$ cat config.mk
export PLATFORM = sky130hd
export DESIGN_NAME = fpru_fabric_flat
export DESIGN_NICKNAME = d
export VERILOG_FILES = /design/src/design/fpru_pkg.sv /design/src/design/fpru_if.sv /design/src/design/fpru_fabric.sv /design/src/flat_wrapper.sv
export SDC_FILE = /design/constraint.sdc
export NUM_CORES = 1
export LEC_CHECK = 0
export ABC_AREA = 0
export BUFFER_PORTS_ARGS = -buffer_cell sky130_fd_sc_hd__buf_2
export CAP_MARGIN = 20
export CORE_UTILIZATION = 51
export CTS_CLUSTER_SIZE = 16
export DETAILED_ROUTE_END_ITERATION = 8
export GPL_ROUTABILITY_DRIVEN = 0
export PLACE_DENSITY = 0.8
export RECOVER_POWER = 100
export SETUP_SLACK_MARGIN = 0.3
export SLEW_MARGIN = 10
export SYNTH_ARGS = -nofsm -noshare
export SYNTH_HDL_FRONTEND = slang
export SYNTH_SLANG_ARGS = --single-unit
$ cat constraint.sdc
create_clock -name I_CLK -period 2.22 [get_ports I_CLK]
set_input_delay 0.222 -clock I_CLK [delete_from_list [all_inputs] [get_ports I_CLK]]
set_output_delay 0.222 -clock I_CLK [all_outputs]
set_load 0.02 [all_outputs]
$ cat src/design/fpru_pkg.sv
/*
 * shared constants and types of the fixed-point rounding unit: widths,
 * carry source codes, operation select bits, lfsr setup and modes.
 * assumes both ends are compiled after this package.
 */
package fpru_pkg;

    // ------------------------------------------------------------
    // widths
    // ------------------------------------------------------------
    localparam int DEF_P_W = 48;
    localparam int DEF_A_W = 25;
    localparam int DEF_B_W = 18;
    localparam int CSEL_W  = 3;
    localparam int OPS_W   = 2;
    localparam int LFSR_W  = 16;

    // ------------------------------------------------------------
    // carry source codes and operation select bit positions
    // ------------------------------------------------------------
    localparam logic [CSEL_W-1:0] CSEL_CARRY_PIN = 3'h0;
    localparam logic [CSEL_W-1:0] CSEL_SIGN_BAR  = 3'h6;
    localparam int OPS_ADD_CONST = 0;
    localparam int OPS_ACCUM     = 1;

    // ------------------------------------------------------------
    // reset values and lfsr taps
    // ------------------------------------------------------------
    localparam logic              RST_BIT  = 1'b0;
    localparam logic [CSEL_W-1:0] RST_CSEL = 3'h0;
    localparam logic [OPS_W-1:0]  RST_OPS  = 2'h0;
    localparam logic [LFSR_W-1:0] LFSR_RST_SEED = 16'hace1;
    localparam logic [LFSR_W-1:0] LFSR_TAPS     = 16'hb400;

    // ------------------------------------------------------------
    // rounding modes of the fabric end
    // ------------------------------------------------------------
    typedef enum logic [3:0] {
        RND_TRUNC,
        RND_SYM_INF,
        RND_SYM_INF_SLICE,
        RND_SYM_ZERO,
        RND_RANDOM,
        RND_CONV_EVEN_LSB,
        RND_CONV_ODD_LSB,
        RND_DYN_EVEN,
        RND_DYN_ODD,
        RND_CC_EVEN,
        RND_CC_ODD
    } fpru_mode_t;

endpackage

$ cat src/design/fpru_if.sv
/*
 * link between the rounding slice and the fabric logic around it.
 * assumes one clock shared by both ends; no clocking block.
 */
interface fpru_if #(
    parameter int P_W = fpru_pkg::DEF_P_W,
    parameter int A_W = fpru_pkg::DEF_A_W,
    parameter int B_W = fpru_pkg::DEF_B_W
) ();
    // ------------------------------------------------------------
    // request, fabric to slice
    // ------------------------------------------------------------
    logic                      req_valid;
    logic [A_W-1:0]            op_a;
    logic [B_W-1:0]            op_b;
    logic [P_W-1:0]            round_const;
    logic                      carry_input;
    logic [fpru_pkg::CSEL_W-1:0] carry_source_select;
    logic [fpru_pkg::OPS_W-1:0]  operation_select;
    logic                      mask_single_shift;
    logic [P_W-1:0]            pattern;
    logic [P_W-1:0]            mask;
    // ------------------------------------------------------------
    // answer, slice to fabric
    // ------------------------------------------------------------
    logic                      result_valid;
    logic [P_W-1:0]            result;
    logic                      match_flag;
    logic                      inverse_match_flag;

    modport slice (
        input  req_valid, op_a, op_b, round_const, carry_input,
               carry_source_select, operation_select,
               mask_single_shift, pattern, mask,
        output result_valid, result, match_flag, inverse_match_flag
    );
    modport fabric (
        output req_valid, op_a, op_b, round_const, carry_input,
               carry_source_select, operation_select,
               mask_single_shift, pattern, mask,
        input  result_valid, result, match_flag, inverse_match_flag
    );
endinterface

$ cat src/design/fpru_fabric.sv
/*
 * fabric end of the rounding unit: picks carry, constant, pattern and
 * mask per mode, then truncates and corrects the slice result.
 * assumes the slice answers one clock after each request.
 */
// Notes on behaviour
// - constant ones plus one give fraction bits
// - slice adds constant and carry to data
// - drop all bits below the point
// - constant and carry may change each cycle
// - towards infinity: carry is inverted sign
// - towards zero: carry is the sign
// - select code 110 gives built-in sign bar
// - accumulate: constant first, sign two beats before last
// - random rounding: carry from seeded lfsr
// - static odd: carry 0, set units
// - static even: carry 1, clear units
// - dynamic: zero pattern, fraction-only mask
// - mask is complement of constant shifted
// - dynamic even: carry 1, clear on match
// - dynamic odd: carry 0, set on inverse
// - match zeros, inverse match ones
// - correction bit added to the result before truncation
// - masked compare against pattern, both senses
module fpru_fabric #(
    parameter int P_W = fpru_pkg::DEF_P_W,
    parameter int A_W = fpru_pkg::DEF_A_W,
    parameter int B_W = fpru_pkg::DEF_B_W
) (
    // clock and reset
    input  wire logic                       I_CLK,
    input  wire logic                       I_RST_N,
    // request from the user
    input  wire logic                       I_VALID,
    input  wire fpru_pkg::fpru_mode_t       I_MODE,
    input  wire logic [A_W-1:0]             I_A,
    input  wire logic [B_W-1:0]             I_B,
    input  wire logic [P_W-1:0]             I_ROUND_CONST,
    // accumulate framing
    input  wire logic                       I_ACC_EN,
    input  wire logic                       I_ACC_FIRST,
    input  wire logic                       I_ACC_LAST,
    // random seed
    input  wire logic                       I_SEED_LOAD,
    input  wire logic [fpru_pkg::LFSR_W-1:0] I_SEED,
    // rounded answer
    output logic                            O_VALID,
    output logic [P_W-1:0]                  O_RESULT,
    // link to the slice
    fpru_if.fabric                          lnk
);
    import fpru_pkg::*;

    // ------------------------------------------------------------
    // elaboration checks
    // ------------------------------------------------------------
    if (P_W < 4 || $bits(lnk.result) != P_W) begin : g_bad_w
        $error("result width unusable or differs from link");
    end

    // ------------------------------------------------------------
    // helpers
    // ------------------------------------------------------------
    // fraction bits from constant
    function automatic logic [P_W-1:0] frac_of(input logic [P_W-1:0] c);
        frac_of = {c[P_W-2:0], 1'b1};
    endfunction

    // lowest zero above the fraction run is the units place
    function automatic logic [P_W-1:0] units_of(input logic [P_W-1:0] c);
        logic [P_W-1:0] f;
        f = frac_of(c);
        units_of = f ^ {f[P_W-2:0], 1'b1};
    endfunction

    // ------------------------------------------------------------
    // request stage
    // ------------------------------------------------------------
    logic                 vld_ff, nxt_vld;
    logic [A_W-1:0]       a_ff, nxt_a;
    logic [B_W-1:0]       b_ff, nxt_b;
    logic [P_W-1:0]       c_ff, nxt_c;
    logic                 cin_ff, nxt_cin;
    logic [CSEL_W-1:0]    csel_ff, nxt_csel;
    logic [OPS_W-1:0]     ops_ff, nxt_ops;
    logic                 msh_ff, nxt_msh;
    logic [P_W-1:0]       pat_ff, nxt_pat;
    logic [P_W-1:0]       msk_ff, nxt_msk;
    logic                 out_ff, nxt_out;
    fpru_mode_t           mode_ff, nxt_mode;
    logic [LFSR_W-1:0]    lfsr_ff, nxt_lfsr;

    logic                 round_now;
    logic                 sign;
    logic [P_W-1:0]       frac;
    logic [P_W-1:0]       units;

    always_comb begin
        round_now = !I_ACC_EN || I_ACC_LAST;
        frac      = frac_of(I_ROUND_CONST);
        units     = units_of(I_ROUND_CONST);
        // sign of the running sum on the last beat
        if (I_ACC_EN) begin
            sign = lnk.result[P_W-1];
        end else begin
            sign = I_A[A_W-1] ^ I_B[B_W-1];
        end
        nxt_vld  = I_VALID;
        nxt_a    = I_A;
        nxt_b    = I_B;
        // constant follows the user each cycle
        nxt_c    = I_ROUND_CONST;
        nxt_mode = I_MODE;
        nxt_out  = I_VALID && round_now;
        nxt_csel = CSEL_CARRY_PIN;
        nxt_msh  = 1'b0;
        nxt_pat  = '0;
        nxt_msk  = ~(frac | units);
        nxt_cin  = 1'b0;
        nxt_ops  = '0;
        nxt_ops[OPS_ADD_CONST] = (I_MODE != RND_TRUNC) &&
                                 (!I_ACC_EN || I_ACC_FIRST);
        nxt_ops[OPS_ACCUM]     = I_ACC_EN && !I_ACC_FIRST;
        nxt_lfsr = lfsr_ff;
        case (I_MODE)
            RND_TRUNC: begin
                nxt_cin = 1'b0;
            end
            RND_SYM_INF: begin
                nxt_cin = !sign;
            end
            // let the slice pick sign bar
            RND_SYM_INF_SLICE: begin
                if (round_now) begin
                    nxt_csel = CSEL_SIGN_BAR;
                end
            end
            RND_SYM_ZERO: begin
                nxt_cin = sign;
            end
            RND_RANDOM: begin
                nxt_cin = lfsr_ff[0];
                if (I_VALID && round_now) begin
                    nxt_lfsr = lfsr_ff[0] ?
                               ((lfsr_ff >> 1) ^ LFSR_TAPS) :
                               (lfsr_ff >> 1);
                end
            end
            RND_CONV_ODD_LSB: begin
                nxt_cin = 1'b0;
                nxt_pat = frac;
            end
            RND_CONV_EVEN_LSB: begin
                nxt_cin = 1'b1;
                nxt_pat = units;
            end
            RND_DYN_EVEN: begin
                nxt_cin = 1'b1;
                nxt_msh = 1'b1;
            end
            RND_DYN_ODD: begin
                nxt_cin = 1'b0;
                nxt_msh = 1'b1;
            end
            RND_CC_EVEN: begin
                nxt_pat = frac | units;
            end
            RND_CC_ODD: begin
                nxt_pat = frac;
            end
            default: begin
                nxt_cin = 1'b0;
            end
        endcase
        // a carry on every beat would pile up in the accumulator
        if (!round_now) begin
            nxt_cin = 1'b0;
        end
        if (I_SEED_LOAD) begin
            nxt_lfsr = (I_SEED == '0) ? LFSR_RST_SEED : I_SEED;
        end
    end

    always_ff @(posedge I_CLK) begin
        if (!I_RST_N) begin
            vld_ff  <= RST_BIT;
            a_ff    <= '0;
            b_ff    <= '0;
            c_ff    <= '0;
            cin_ff  <= RST_BIT;
            csel_ff <= RST_CSEL;
            ops_ff  <= RST_OPS;
            msh_ff  <= RST_BIT;
            pat_ff  <= '0;
            msk_ff  <= '0;
            out_ff  <= RST_BIT;
            mode_ff <= RND_TRUNC;
            lfsr_ff <= LFSR_RST_SEED;
        end else begin
            vld_ff  <= nxt_vld;
            a_ff    <= nxt_a;
            b_ff    <= nxt_b;
            c_ff    <= nxt_c;
            cin_ff  <= nxt_cin;
            csel_ff <= nxt_csel;
            ops_ff  <= nxt_ops;
            msh_ff  <= nxt_msh;
            pat_ff  <= nxt_pat;
            msk_ff  <= nxt_msk;
            out_ff  <= nxt_out;
            mode_ff <= nxt_mode;
            lfsr_ff <= nxt_lfsr;
        end
    end

    assign lnk.req_valid           = vld_ff;
    assign lnk.op_a                = a_ff;
    assign lnk.op_b                = b_ff;
    assign lnk.round_const         = c_ff;
    assign lnk.carry_input         = cin_ff;
    assign lnk.carry_source_select = csel_ff;
    assign lnk.operation_select    = ops_ff;
    assign lnk.mask_single_shift   = msh_ff;
    assign lnk.pattern             = pat_ff;
    assign lnk.mask                = msk_ff;

    // ------------------------------------------------------------
    // answer stage: tags wait one cycle beside the slice
    // ------------------------------------------------------------
    logic                 t_out_ff, nxt_t_out;
    fpru_mode_t           t_mode_ff, nxt_t_mode;
    logic [P_W-1:0]       t_c_ff, nxt_t_c;
    logic                 o_vld_ff, nxt_o_vld;
    logic [P_W-1:0]       o_res_ff, nxt_o_res;
    logic [P_W-1:0]       t_units;
    logic [P_W-1:0]       sum;

    always_comb begin
        nxt_t_out  = vld_ff && out_ff;
        nxt_t_mode = mode_ff;
        nxt_t_c    = c_ff;
        t_units    = units_of(t_c_ff);
        sum        = lnk.result;
        if (t_mode_ff == RND_CC_EVEN || t_mode_ff == RND_CC_ODD) begin
            sum = lnk.result + {{(P_W-1){1'b0}}, lnk.match_flag};
        end
        sum = sum & ~frac_of(t_c_ff);
        case (t_mode_ff)
            RND_CONV_ODD_LSB: begin
                if (lnk.match_flag) begin
                    sum = sum | t_units;
                end
            end
            RND_CONV_EVEN_LSB: begin
                if (lnk.match_flag) begin
                    sum = sum & ~t_units;
                end
            end
            RND_DYN_EVEN: begin
                if (lnk.match_flag) begin
                    sum = sum & ~t_units;
                end
            end
            RND_DYN_ODD: begin
                if (lnk.inverse_match_flag) begin
                    sum = sum | t_units;
                end
            end
            default: begin
                sum = sum;
            end
        endcase
        nxt_o_vld = t_out_ff && lnk.result_valid;
        nxt_o_res = nxt_o_vld ? sum : o_res_ff;
    end

    always_ff @(posedge I_CLK) begin
        if (!I_RST_N) begin
            t_out_ff  <= RST_BIT;
            t_mode_ff <= RND_TRUNC;
            t_c_ff    <= '0;
            o_vld_ff  <= RST_BIT;
            o_res_ff  <= '0;
        end else begin
            t_out_ff  <= nxt_t_out;
            t_mode_ff <= nxt_t_mode;
            t_c_ff    <= nxt_t_c;
            o_vld_ff  <= nxt_o_vld;
            o_res_ff  <= nxt_o_res;
        end
    end

    assign O_VALID  = o_vld_ff;
    assign O_RESULT = o_res_ff;

endmodule

$ cat src/flat_wrapper.sv
// flat-port wrapper written by rule: the top's interface ports become plain ports
module fpru_fabric_flat import fpru_pkg::*;
#(
    parameter int P_W = fpru_pkg::DEF_P_W,
    parameter int A_W = fpru_pkg::DEF_A_W,
    parameter int B_W = fpru_pkg::DEF_B_W
)
  (I_CLK, I_RST_N, I_VALID, I_MODE, I_A, I_B, I_ROUND_CONST, I_ACC_EN, I_ACC_FIRST, I_ACC_LAST, I_SEED_LOAD, I_SEED, O_VALID, O_RESULT, lnk_req_valid, lnk_op_a, lnk_op_b, lnk_round_const, lnk_carry_input, lnk_carry_source_select, lnk_operation_select, lnk_mask_single_shift, lnk_pattern, lnk_mask, lnk_result_valid, lnk_result, lnk_match_flag, lnk_inverse_match_flag);
  fpru_if #(.P_W(P_W), .A_W(A_W), .B_W(B_W)) lnk_i ();
  input  wire logic I_CLK;
  input  wire logic I_RST_N;
  input  wire logic I_VALID;
  input  wire fpru_pkg::fpru_mode_t I_MODE;
  input  wire logic [A_W-1:0] I_A;
  input  wire logic [B_W-1:0] I_B;
  input  wire logic [P_W-1:0] I_ROUND_CONST;
  input  wire logic I_ACC_EN;
  input  wire logic I_ACC_FIRST;
  input  wire logic I_ACC_LAST;
  input  wire logic I_SEED_LOAD;
  input  wire logic [fpru_pkg::LFSR_W-1:0] I_SEED;
  output logic O_VALID;
  output logic [P_W-1:0] O_RESULT;
  output wire logic [$bits(lnk_i.req_valid)-1:0] lnk_req_valid;
  output wire logic [$bits(lnk_i.op_a)-1:0] lnk_op_a;
  output wire logic [$bits(lnk_i.op_b)-1:0] lnk_op_b;
  output wire logic [$bits(lnk_i.round_const)-1:0] lnk_round_const;
  output wire logic [$bits(lnk_i.carry_input)-1:0] lnk_carry_input;
  output wire logic [$bits(lnk_i.carry_source_select)-1:0] lnk_carry_source_select;
  output wire logic [$bits(lnk_i.operation_select)-1:0] lnk_operation_select;
  output wire logic [$bits(lnk_i.mask_single_shift)-1:0] lnk_mask_single_shift;
  output wire logic [$bits(lnk_i.pattern)-1:0] lnk_pattern;
  output wire logic [$bits(lnk_i.mask)-1:0] lnk_mask;
  input wire logic [$bits(lnk_i.result_valid)-1:0] lnk_result_valid;
  input wire logic [$bits(lnk_i.result)-1:0] lnk_result;
  input wire logic [$bits(lnk_i.match_flag)-1:0] lnk_match_flag;
  input wire logic [$bits(lnk_i.inverse_match_flag)-1:0] lnk_inverse_match_flag;
  assign lnk_req_valid = lnk_i.req_valid;
  assign lnk_op_a = lnk_i.op_a;
  assign lnk_op_b = lnk_i.op_b;
  assign lnk_round_const = lnk_i.round_const;
  assign lnk_carry_input = lnk_i.carry_input;
  assign lnk_carry_source_select = lnk_i.carry_source_select;
  assign lnk_operation_select = lnk_i.operation_select;
  assign lnk_mask_single_shift = lnk_i.mask_single_shift;
  assign lnk_pattern = lnk_i.pattern;
  assign lnk_mask = lnk_i.mask;
  assign lnk_i.result_valid = lnk_result_valid;
  assign lnk_i.result = lnk_result;
  assign lnk_i.match_flag = lnk_match_flag;
  assign lnk_i.inverse_match_flag = lnk_inverse_match_flag;
  fpru_fabric #(.P_W(P_W), .A_W(A_W), .B_W(B_W)) u_core (.I_CLK(I_CLK), .I_RST_N(I_RST_N), .I_VALID(I_VALID), .I_MODE(I_MODE), .I_A(I_A), .I_B(I_B), .I_ROUND_CONST(I_ROUND_CONST), .I_ACC_EN(I_ACC_EN), .I_ACC_FIRST(I_ACC_FIRST), .I_ACC_LAST(I_ACC_LAST), .I_SEED_LOAD(I_SEED_LOAD), .I_SEED(I_SEED), .O_VALID(O_VALID), .O_RESULT(O_RESULT), .lnk(lnk_i));
endmodule
==> results of run 1 <==
synth_stat cells, drive strengths merged, types with 2 or more instances:
cell type and number:
xnor2 67, and4b 2, mux2i 9, nor4 17
dfxtp 312, nand2 112, nor2 127, a2bb2oi 2
nor3b 2, nor3 11, and3 8, o211ai 4
inv 74, ha 47, o221ai 14, and4 5
o31ai 27, nand3 20, o2111ai 16, a221oi 51
o21ai 57, a21boi 2, xor2 23, mux2 6
a21oi 31, nor2b 20, a211oi 3, o22ai 13
and2 203, buf 17, clkbuf 70, nand2b 7
nand4 11, nand4b 2, o21a 3, o221a 3
path summary, 6_finish.rpt:
path	startpoint	end	slack [ns]	cells past startpoint
max	I_RST_N	u_core.lnk.op_a[11]	0.23	5
min	lnk_result[47]	u_core.O_RESULT[47]	0.01	3
max reg2reg	u_core.t_mode_ff[3]	u_core.O_RESULT[27]	0.25	9
min reg2reg	u_core.mode_ff[1]	u_core.t_mode_ff[1]	0.44	1
flip-flops by register name (all words and copies together) (netlist names), 2 cells and up:
name,cells
u_core.lnk.op_b,18
u_core.lnk.round_const,48
u_core.t_c_ff,47
u_core.lnk.operation_select,2
u_core.lnk.pattern,48
u_core.mode_ff,4
u_core.O_RESULT,47
u_core.t_mode_ff,4
u_core.lnk.op_a,25
u_core.lnk.mask,46
u_core.lfsr_ff,16
metrics by stage:
step	utilization, %	setup WS [ns]
after floorplan	-	0.328
after global placement	61.5	0.203
after detailed placement	61.5	0.179
after CTS	71.5	0.235
after global routing	70.9	0.124
final	70.9	0.229
worst reg2reg max path: cells and delay by family, from the launching register on:
kind	cells	cell delay, ns
AO/OA/AOI/OAI	1	0.11
XOR/XNOR	1	0.19
AND/OR/NAND/NOR	4	0.55
buffers and inverters	3	0.62
flip-flops	1	0.38
metal layers:
layer | share of wire, % | GRT usage [%] | vias up | wire length (um)
met1 | 39 | 40.5 | 5932 | 17800
met5 | 0.053 | 0 | - | 24
met2 | 46 | 52.7 | 773 | 20500
met4 | 5.6 | 18.2 | 4 | 2520
li1 | - | - | 5821 | -
met3 | 9.3 | 7.61 | 187 | 4190
report_power, final:
| part | switching [W] | internal [W] |
|---|---|---|
| combinational | 0.000922 | 0.000653 |
| sequential | 0.000134 | 0.00581 |
| clock | 0.00226 | 0.00327 |
layout make-up:
cell class                 count  share of cell area [%]
inverter                      74                    1.56
tap                          330                    2.32
clock buffer                  44                    5.02
sequential                   312                    35.1
clock inverter                11                    1.02
timing repair buffer         577                    19.2
multi-input combinational    941                    35.8
what timing repair did:
action / CTS / global route
hold buffers: 135 / 0
pin swaps: 2 / 16
endpoints found under the hold margin: 179 / 0
buffers inserted: 2 / 10
gates resized for setup: 10 / 36
setup endpoints to repair: 19 / 43
cells by family (layout without fill, tap and decap cells):
logic type / after synthesis / after routing / synth area share, %
AND/OR/NAND/NOR: 550 / 550 / 22.7
flip-flops: 312 / 312 / 48.0
AO/OA/AOI/OAI: 235 / 235 / 12.7
buffers and inverters: 161 / 706 / 4.83
XOR/XNOR: 90 / 90 / 6.06
adder cells (fa/ha/maj): 47 / 47 / 4.52
multiplexers: 15 / 15 / 1.21
other: 1 / 4 / 0.0288
==> impl_metrics.tcl, run 1 <==
set metrics [dict create \
    vias_per_cell 5.56 \
    path_cells "dlygate4sd3_1 > buf_6 > clkbuf_2 > clkbuf_2 > and2_1" \
    port-buffer-count 408 \
    multi_input_area_sq_mm 0.00638 \
    crit_family "buffers and inverters" \
    antenna_left 0 \
    power_density_mw_per_mm2 733 \
    grt_pass1_wl_um 67500 \
    die_area_sq_mm 0.0262 \
    netlist.area_leader.share_pct 48.0 \
    track_usage_pct 32.7 \
    finalCritPeriodShare_pct 89.7 \
    cap_viol_max_count 0 \
    setup_viol 0 \
    cp.buffers_inverters 4 \
    overflow 0 \
    final_cell_mix "dfxtp_1, clkbuf_1, buf_2, dlygate4sd3_1, nor2_1" \
    cts_max_level 1 \
    holdWs_ns 0.0127 \
    synth_area_leaders "dfxtp_1, and2_1, ha_1" \
    synth_seq_cells 312 \
    ios 413 \
    yosysSeqAreaShare_pct 48.0 \
    path_clk_slew_ns 0.06 \
    relSlewSlack_pct 28.0 \
    die_w_um 162 \
    arrival_ns 2.49 \
    hold_viol_final 0 \
    syn_area_sq_mm 0.0130 \
    synth_edf_count 0 \
    place_area_sq_mm 0.0155 \
    initialDrtViolationCount 1232 \
    syn_to_final_growth_pct 36.8 \
    async_flop_share_pct 0 \
    rsz0062_at_grt "true" \
    die_y_um 162 \
    post-route-cell-area_sq_mm 0.0178 \
    antenna_cells 0 \
    yosysUniqueCellTypes 60 \
    cts_tree "built" \
    row_count 58 \
    clock-sinks 312 \
    crit_slowest_cell "clkbuf_2" \
    cpPeakStageDelay_ns 0.76 \
    grt_pass1_vias 12513 \
    power_w 0.0131 \
    fmax_mhz 502 \
    cts_buffer_depth 3 \
    cts_made_buffers 31 \
    regArea_sq_mm 0.00625 \
    cpMostUsedCell "clkbuf_2" \
    critPathMaxFanout 48 \
    dp.cells 2087 \
    synthFlopType "dfxtp_1" \
    synth_area_leader_cell "dfxtp_1" \
    maxSlewViolCount 0 \
    vias 12717 \
    drive_above_1_share_pct 15.1 \
    grt_max_degree 97 \
    fin_cells 2289 \
    worst_pin_slew_ns 1.08 \
    start_util_pct 51.8 \
    final_common_cell "dfxtp_1" \
    power.leakage_nw 7.27 \
    peakVddDrop_uv 804 \
    core_area_sq_mm 0.0251 \
    wl_per_cell_um 19.7 \
    path_class "input pin to register" \
    dr.pass1.iters 5 \
    hpwl_um 27600 \
    synth_cells 1411 \
    yosysWarnings 0 \
    cp-start-kind "input pin" \
    nets 2153 \
    run_status "complete, no violations" \
    drc 0 \
    period_minus_slack_ns 1.99 \
    hold_class "input pin to register" \
    wl_um 45000 \
    clk_latency_ns 0.57 \
    fillerInstances 1812 \
    antenna_found_initial 2 \
    syn_avg_cell_area_sq_um 9.22 \
    fin_setup_tns_ns 0 \
    cts-root-buf "clkbuf_16" \
    end_kind "register" \
    finClkSkew_ns 0.0150 \
    required_ns 2.72 \
]
No activity file was read; power rests on OpenSTA's default activity.
==> run 2: changes to the inputs <==
- CORE_ASPECT_RATIO: unset -> 0.5
==> run 2 against run 1 <==
First-iteration DRC count decreased by 17%. Non-clock buffer count fell by 15. Largest power group unchanged. Clock power decreased by 8.8%. Cell count fell by 0.61%. Count of clock-buffer cells in the layout decreased by 11. Core utilization increased by 0.55 points. Highest routed layer is now met4. Critical path type is now register to register. Register-to-register slack got worse by 0.099 ns. Largest cell class unchanged. Die area increased by 0.15%. Setup slack got worse by 0.078 ns.
==> impl_metrics.tcl, run 2 (same netlist as run 1, synthesis figures left out) <==
set metrics [dict create \
    run_status "complete, no violations" \
    rsz0062_at_grt "true" \
    required_ns 2.67 \
    final_common_cell "dfxtp_1" \
    grt_pass1_wl_um 64800 \
    wl_per_cell_um 19.0 \
    arrival_ns 2.51 \
    finClkSkew_ns 0.0129 \
    final_cell_mix "dfxtp_1, clkbuf_1, buf_2, dlygate4sd3_1, nor2_1" \
    power_density_mw_per_mm2 714 \
    min_to "u_core.O_RESULT[34]" \
    drive_above_1_share_pct 13.6 \
    cpPeakStageDelay_ns 0.55 \
    relSlewSlack_pct 2.21 \
    grt_max_degree 75 \
    rrSetupSlack_ns 0.15 \
    cp.buffers_inverters 0 \
    antenna_found_initial 0 \
    cts_buffer_depth 3 \
    core_area_sq_mm 0.0245 \
    start_util_pct 53.1 \
    clk_latency_ns 0.55 \
    min_path_cells 3 \
    track_usage_pct 31.4 \
    timing.rr.end "u_core.O_RESULT[4]" \
    critPathMaxFanout 6 \
    r2r-start "u_core.t_mode_ff[1]" \
    finalCritPeriodShare_pct 93.2 \
    initialDrtViolationCount 1027 \
    min_from "lnk_result[34]" \
    final_util_pct 71.5 \
    overflow 0 \
    antenna_left 0 \
    hold_class "input pin to register" \
    clock-sinks 312 \
    path_clk_slew_ns 0.07 \
    cp-start-kind "register" \
    fmax_mhz 483 \
    syn_to_final_growth_pct 34.7 \
    nets 2134 \
    hold_viol_final 0 \
    hpwl_um 28500 \
    dr.pass1.iters 6 \
    vias_per_cell 5.40 \
    peakVddDrop_uv 676 \
    cts_tree "built" \
    drc 0 \
    fin_setup_tns_ns 0 \
    vias 12274 \
    crit_family "simple AND/OR/NAND/NOR gates" \
    power_w 0.0125 \
    grt_pass1_vias 11543 \
    reg2regPathDepth 6 \
    power.leakage_nw 7.07 \
    fillerInstances 1914 \
    post-route-cell-area_sq_mm 0.0175 \
    die_w_um 228 \
    worst_pin_slew_ns 1.47 \
    end_kind "register" \
    die_y_um 115 \
    period_minus_slack_ns 2.07 \
    place_area_sq_mm 0.0155 \
    ios 413 \
    wl_um 43200 \
    cts_max_level 1 \
    cts_made_buffers 27 \
    path_cells "xnor2_2 > or3b_1 > xor2_1 > a2bb2oi_2 > o31ai_1 > a22o_1" \
    crit_slowest_cell "or3b_1" \
    setup_viol 0 \
    cts-root-buf "clkbuf_16" \
    cap_viol_max_count 0 \
    row_count 40 \
    port-buffer-count 408 \
    maxSlewViolCount 0 \
    die_area_sq_mm 0.0262 \
    path_class "register to register" \
]
## run 2: changes by cell type in the layout (fill, tap and decap cells not counted), moves of 7 or more
| cell | delta |
|---|---|
| and2_0 | +20 |
| and2_1 | -20 |
| buf_2 | -20 |
| clkbuf_1 | +18 |
| dlygate4sd3_1 | -8 |
| buf_4 | -7 |
## run 2: through the flow
| step | cells | hold slack (ns) | setup slack (ns) |
|---|---|---|---|
| global route | 2274 | 0.0159 | 0.110 |
| finish | 2275 | 0.0204 | 0.151 |
| floorplan | 1414 | 0.298 | 0.328 |
| CTS | 2270 | 0.000118 | 0.255 |
| global placement | 2092 | 0.418 | 0.225 |
| detailed placement | 2092 | 0.420 | 0.129 |
## run 2: worst reg2reg max path: cells and delay by family (launching register included)
kind | cells | cell delay, ns
compound gates | 3 | 0.48
flops | 1 | 0.42
simple gates | 1 | 0.55
xor+xnor | 2 | 0.51
## run 2: layer usage
metal / global-route usage, % / wire length [um]
met5: 0 / 0
met3: 6.13 / 3310
met4: 12.5 / 1830
met2: 50.9 / 19500
met1: 41.7 / 18600
## run 2: how the worst max path moves through the flow
stage | startpoint | end | slack, ns | depth (start not counted)
5_1_grt | u_core.t_mode_ff[3] | u_core.O_RESULT[25] | 0.11 | 8
4_1_cts | u_core.t_mode_ff[2] | u_core.O_RESULT[42] | 0.26 | 7
2_1_floorplan | u_core.t_mode_ff[2] | u_core.O_RESULT[12] | 0.33 | 7
3_3_place_gp | lnk_match_flag | u_core.O_RESULT[12] | 0.23 | 8
6_report | u_core.t_mode_ff[1] | u_core.O_RESULT[4] | 0.15 | 6
3_5_place_dp | lnk_match_flag | u_core.O_RESULT[12] | 0.13 | 8
## run 2: repair_timing
item / 4_1_cts / 5_1_grt
setup buffers: 2 / 4
resized for setup: 12 / 38
endpoints found under the setup margin: 20 / 37
hold endpoints to repair: 173 / 0
pin swaps: 3 / 14
hold buffers: 127 / 0
gates cloned: 0 / 0
## run 2: where the power goes
part           total [W]  leakage, nW  switching (W)  internal (W)
clock network    0.00505        0.466        0.00220       0.00285
logic            0.00152         4.04       0.000892      0.000627
registers        0.00594         2.56       0.000137       0.00581
## run 2: cell type report
cell class | instances | area (sq um) | area share, %
multi-input combinational | 941 | 6380 | 36.4
timing repair buffer | 562 | 3260 | 18.6
inverter | 74 | 278 | 1.58
clock buffer | 33 | 738 | 4.21
sequential | 312 | 6250 | 35.7
tap | 336 | 420 | 2.40
clock inverter | 16 | 198 | 1.13
antenna | 1 | 2.50 | 0.0143
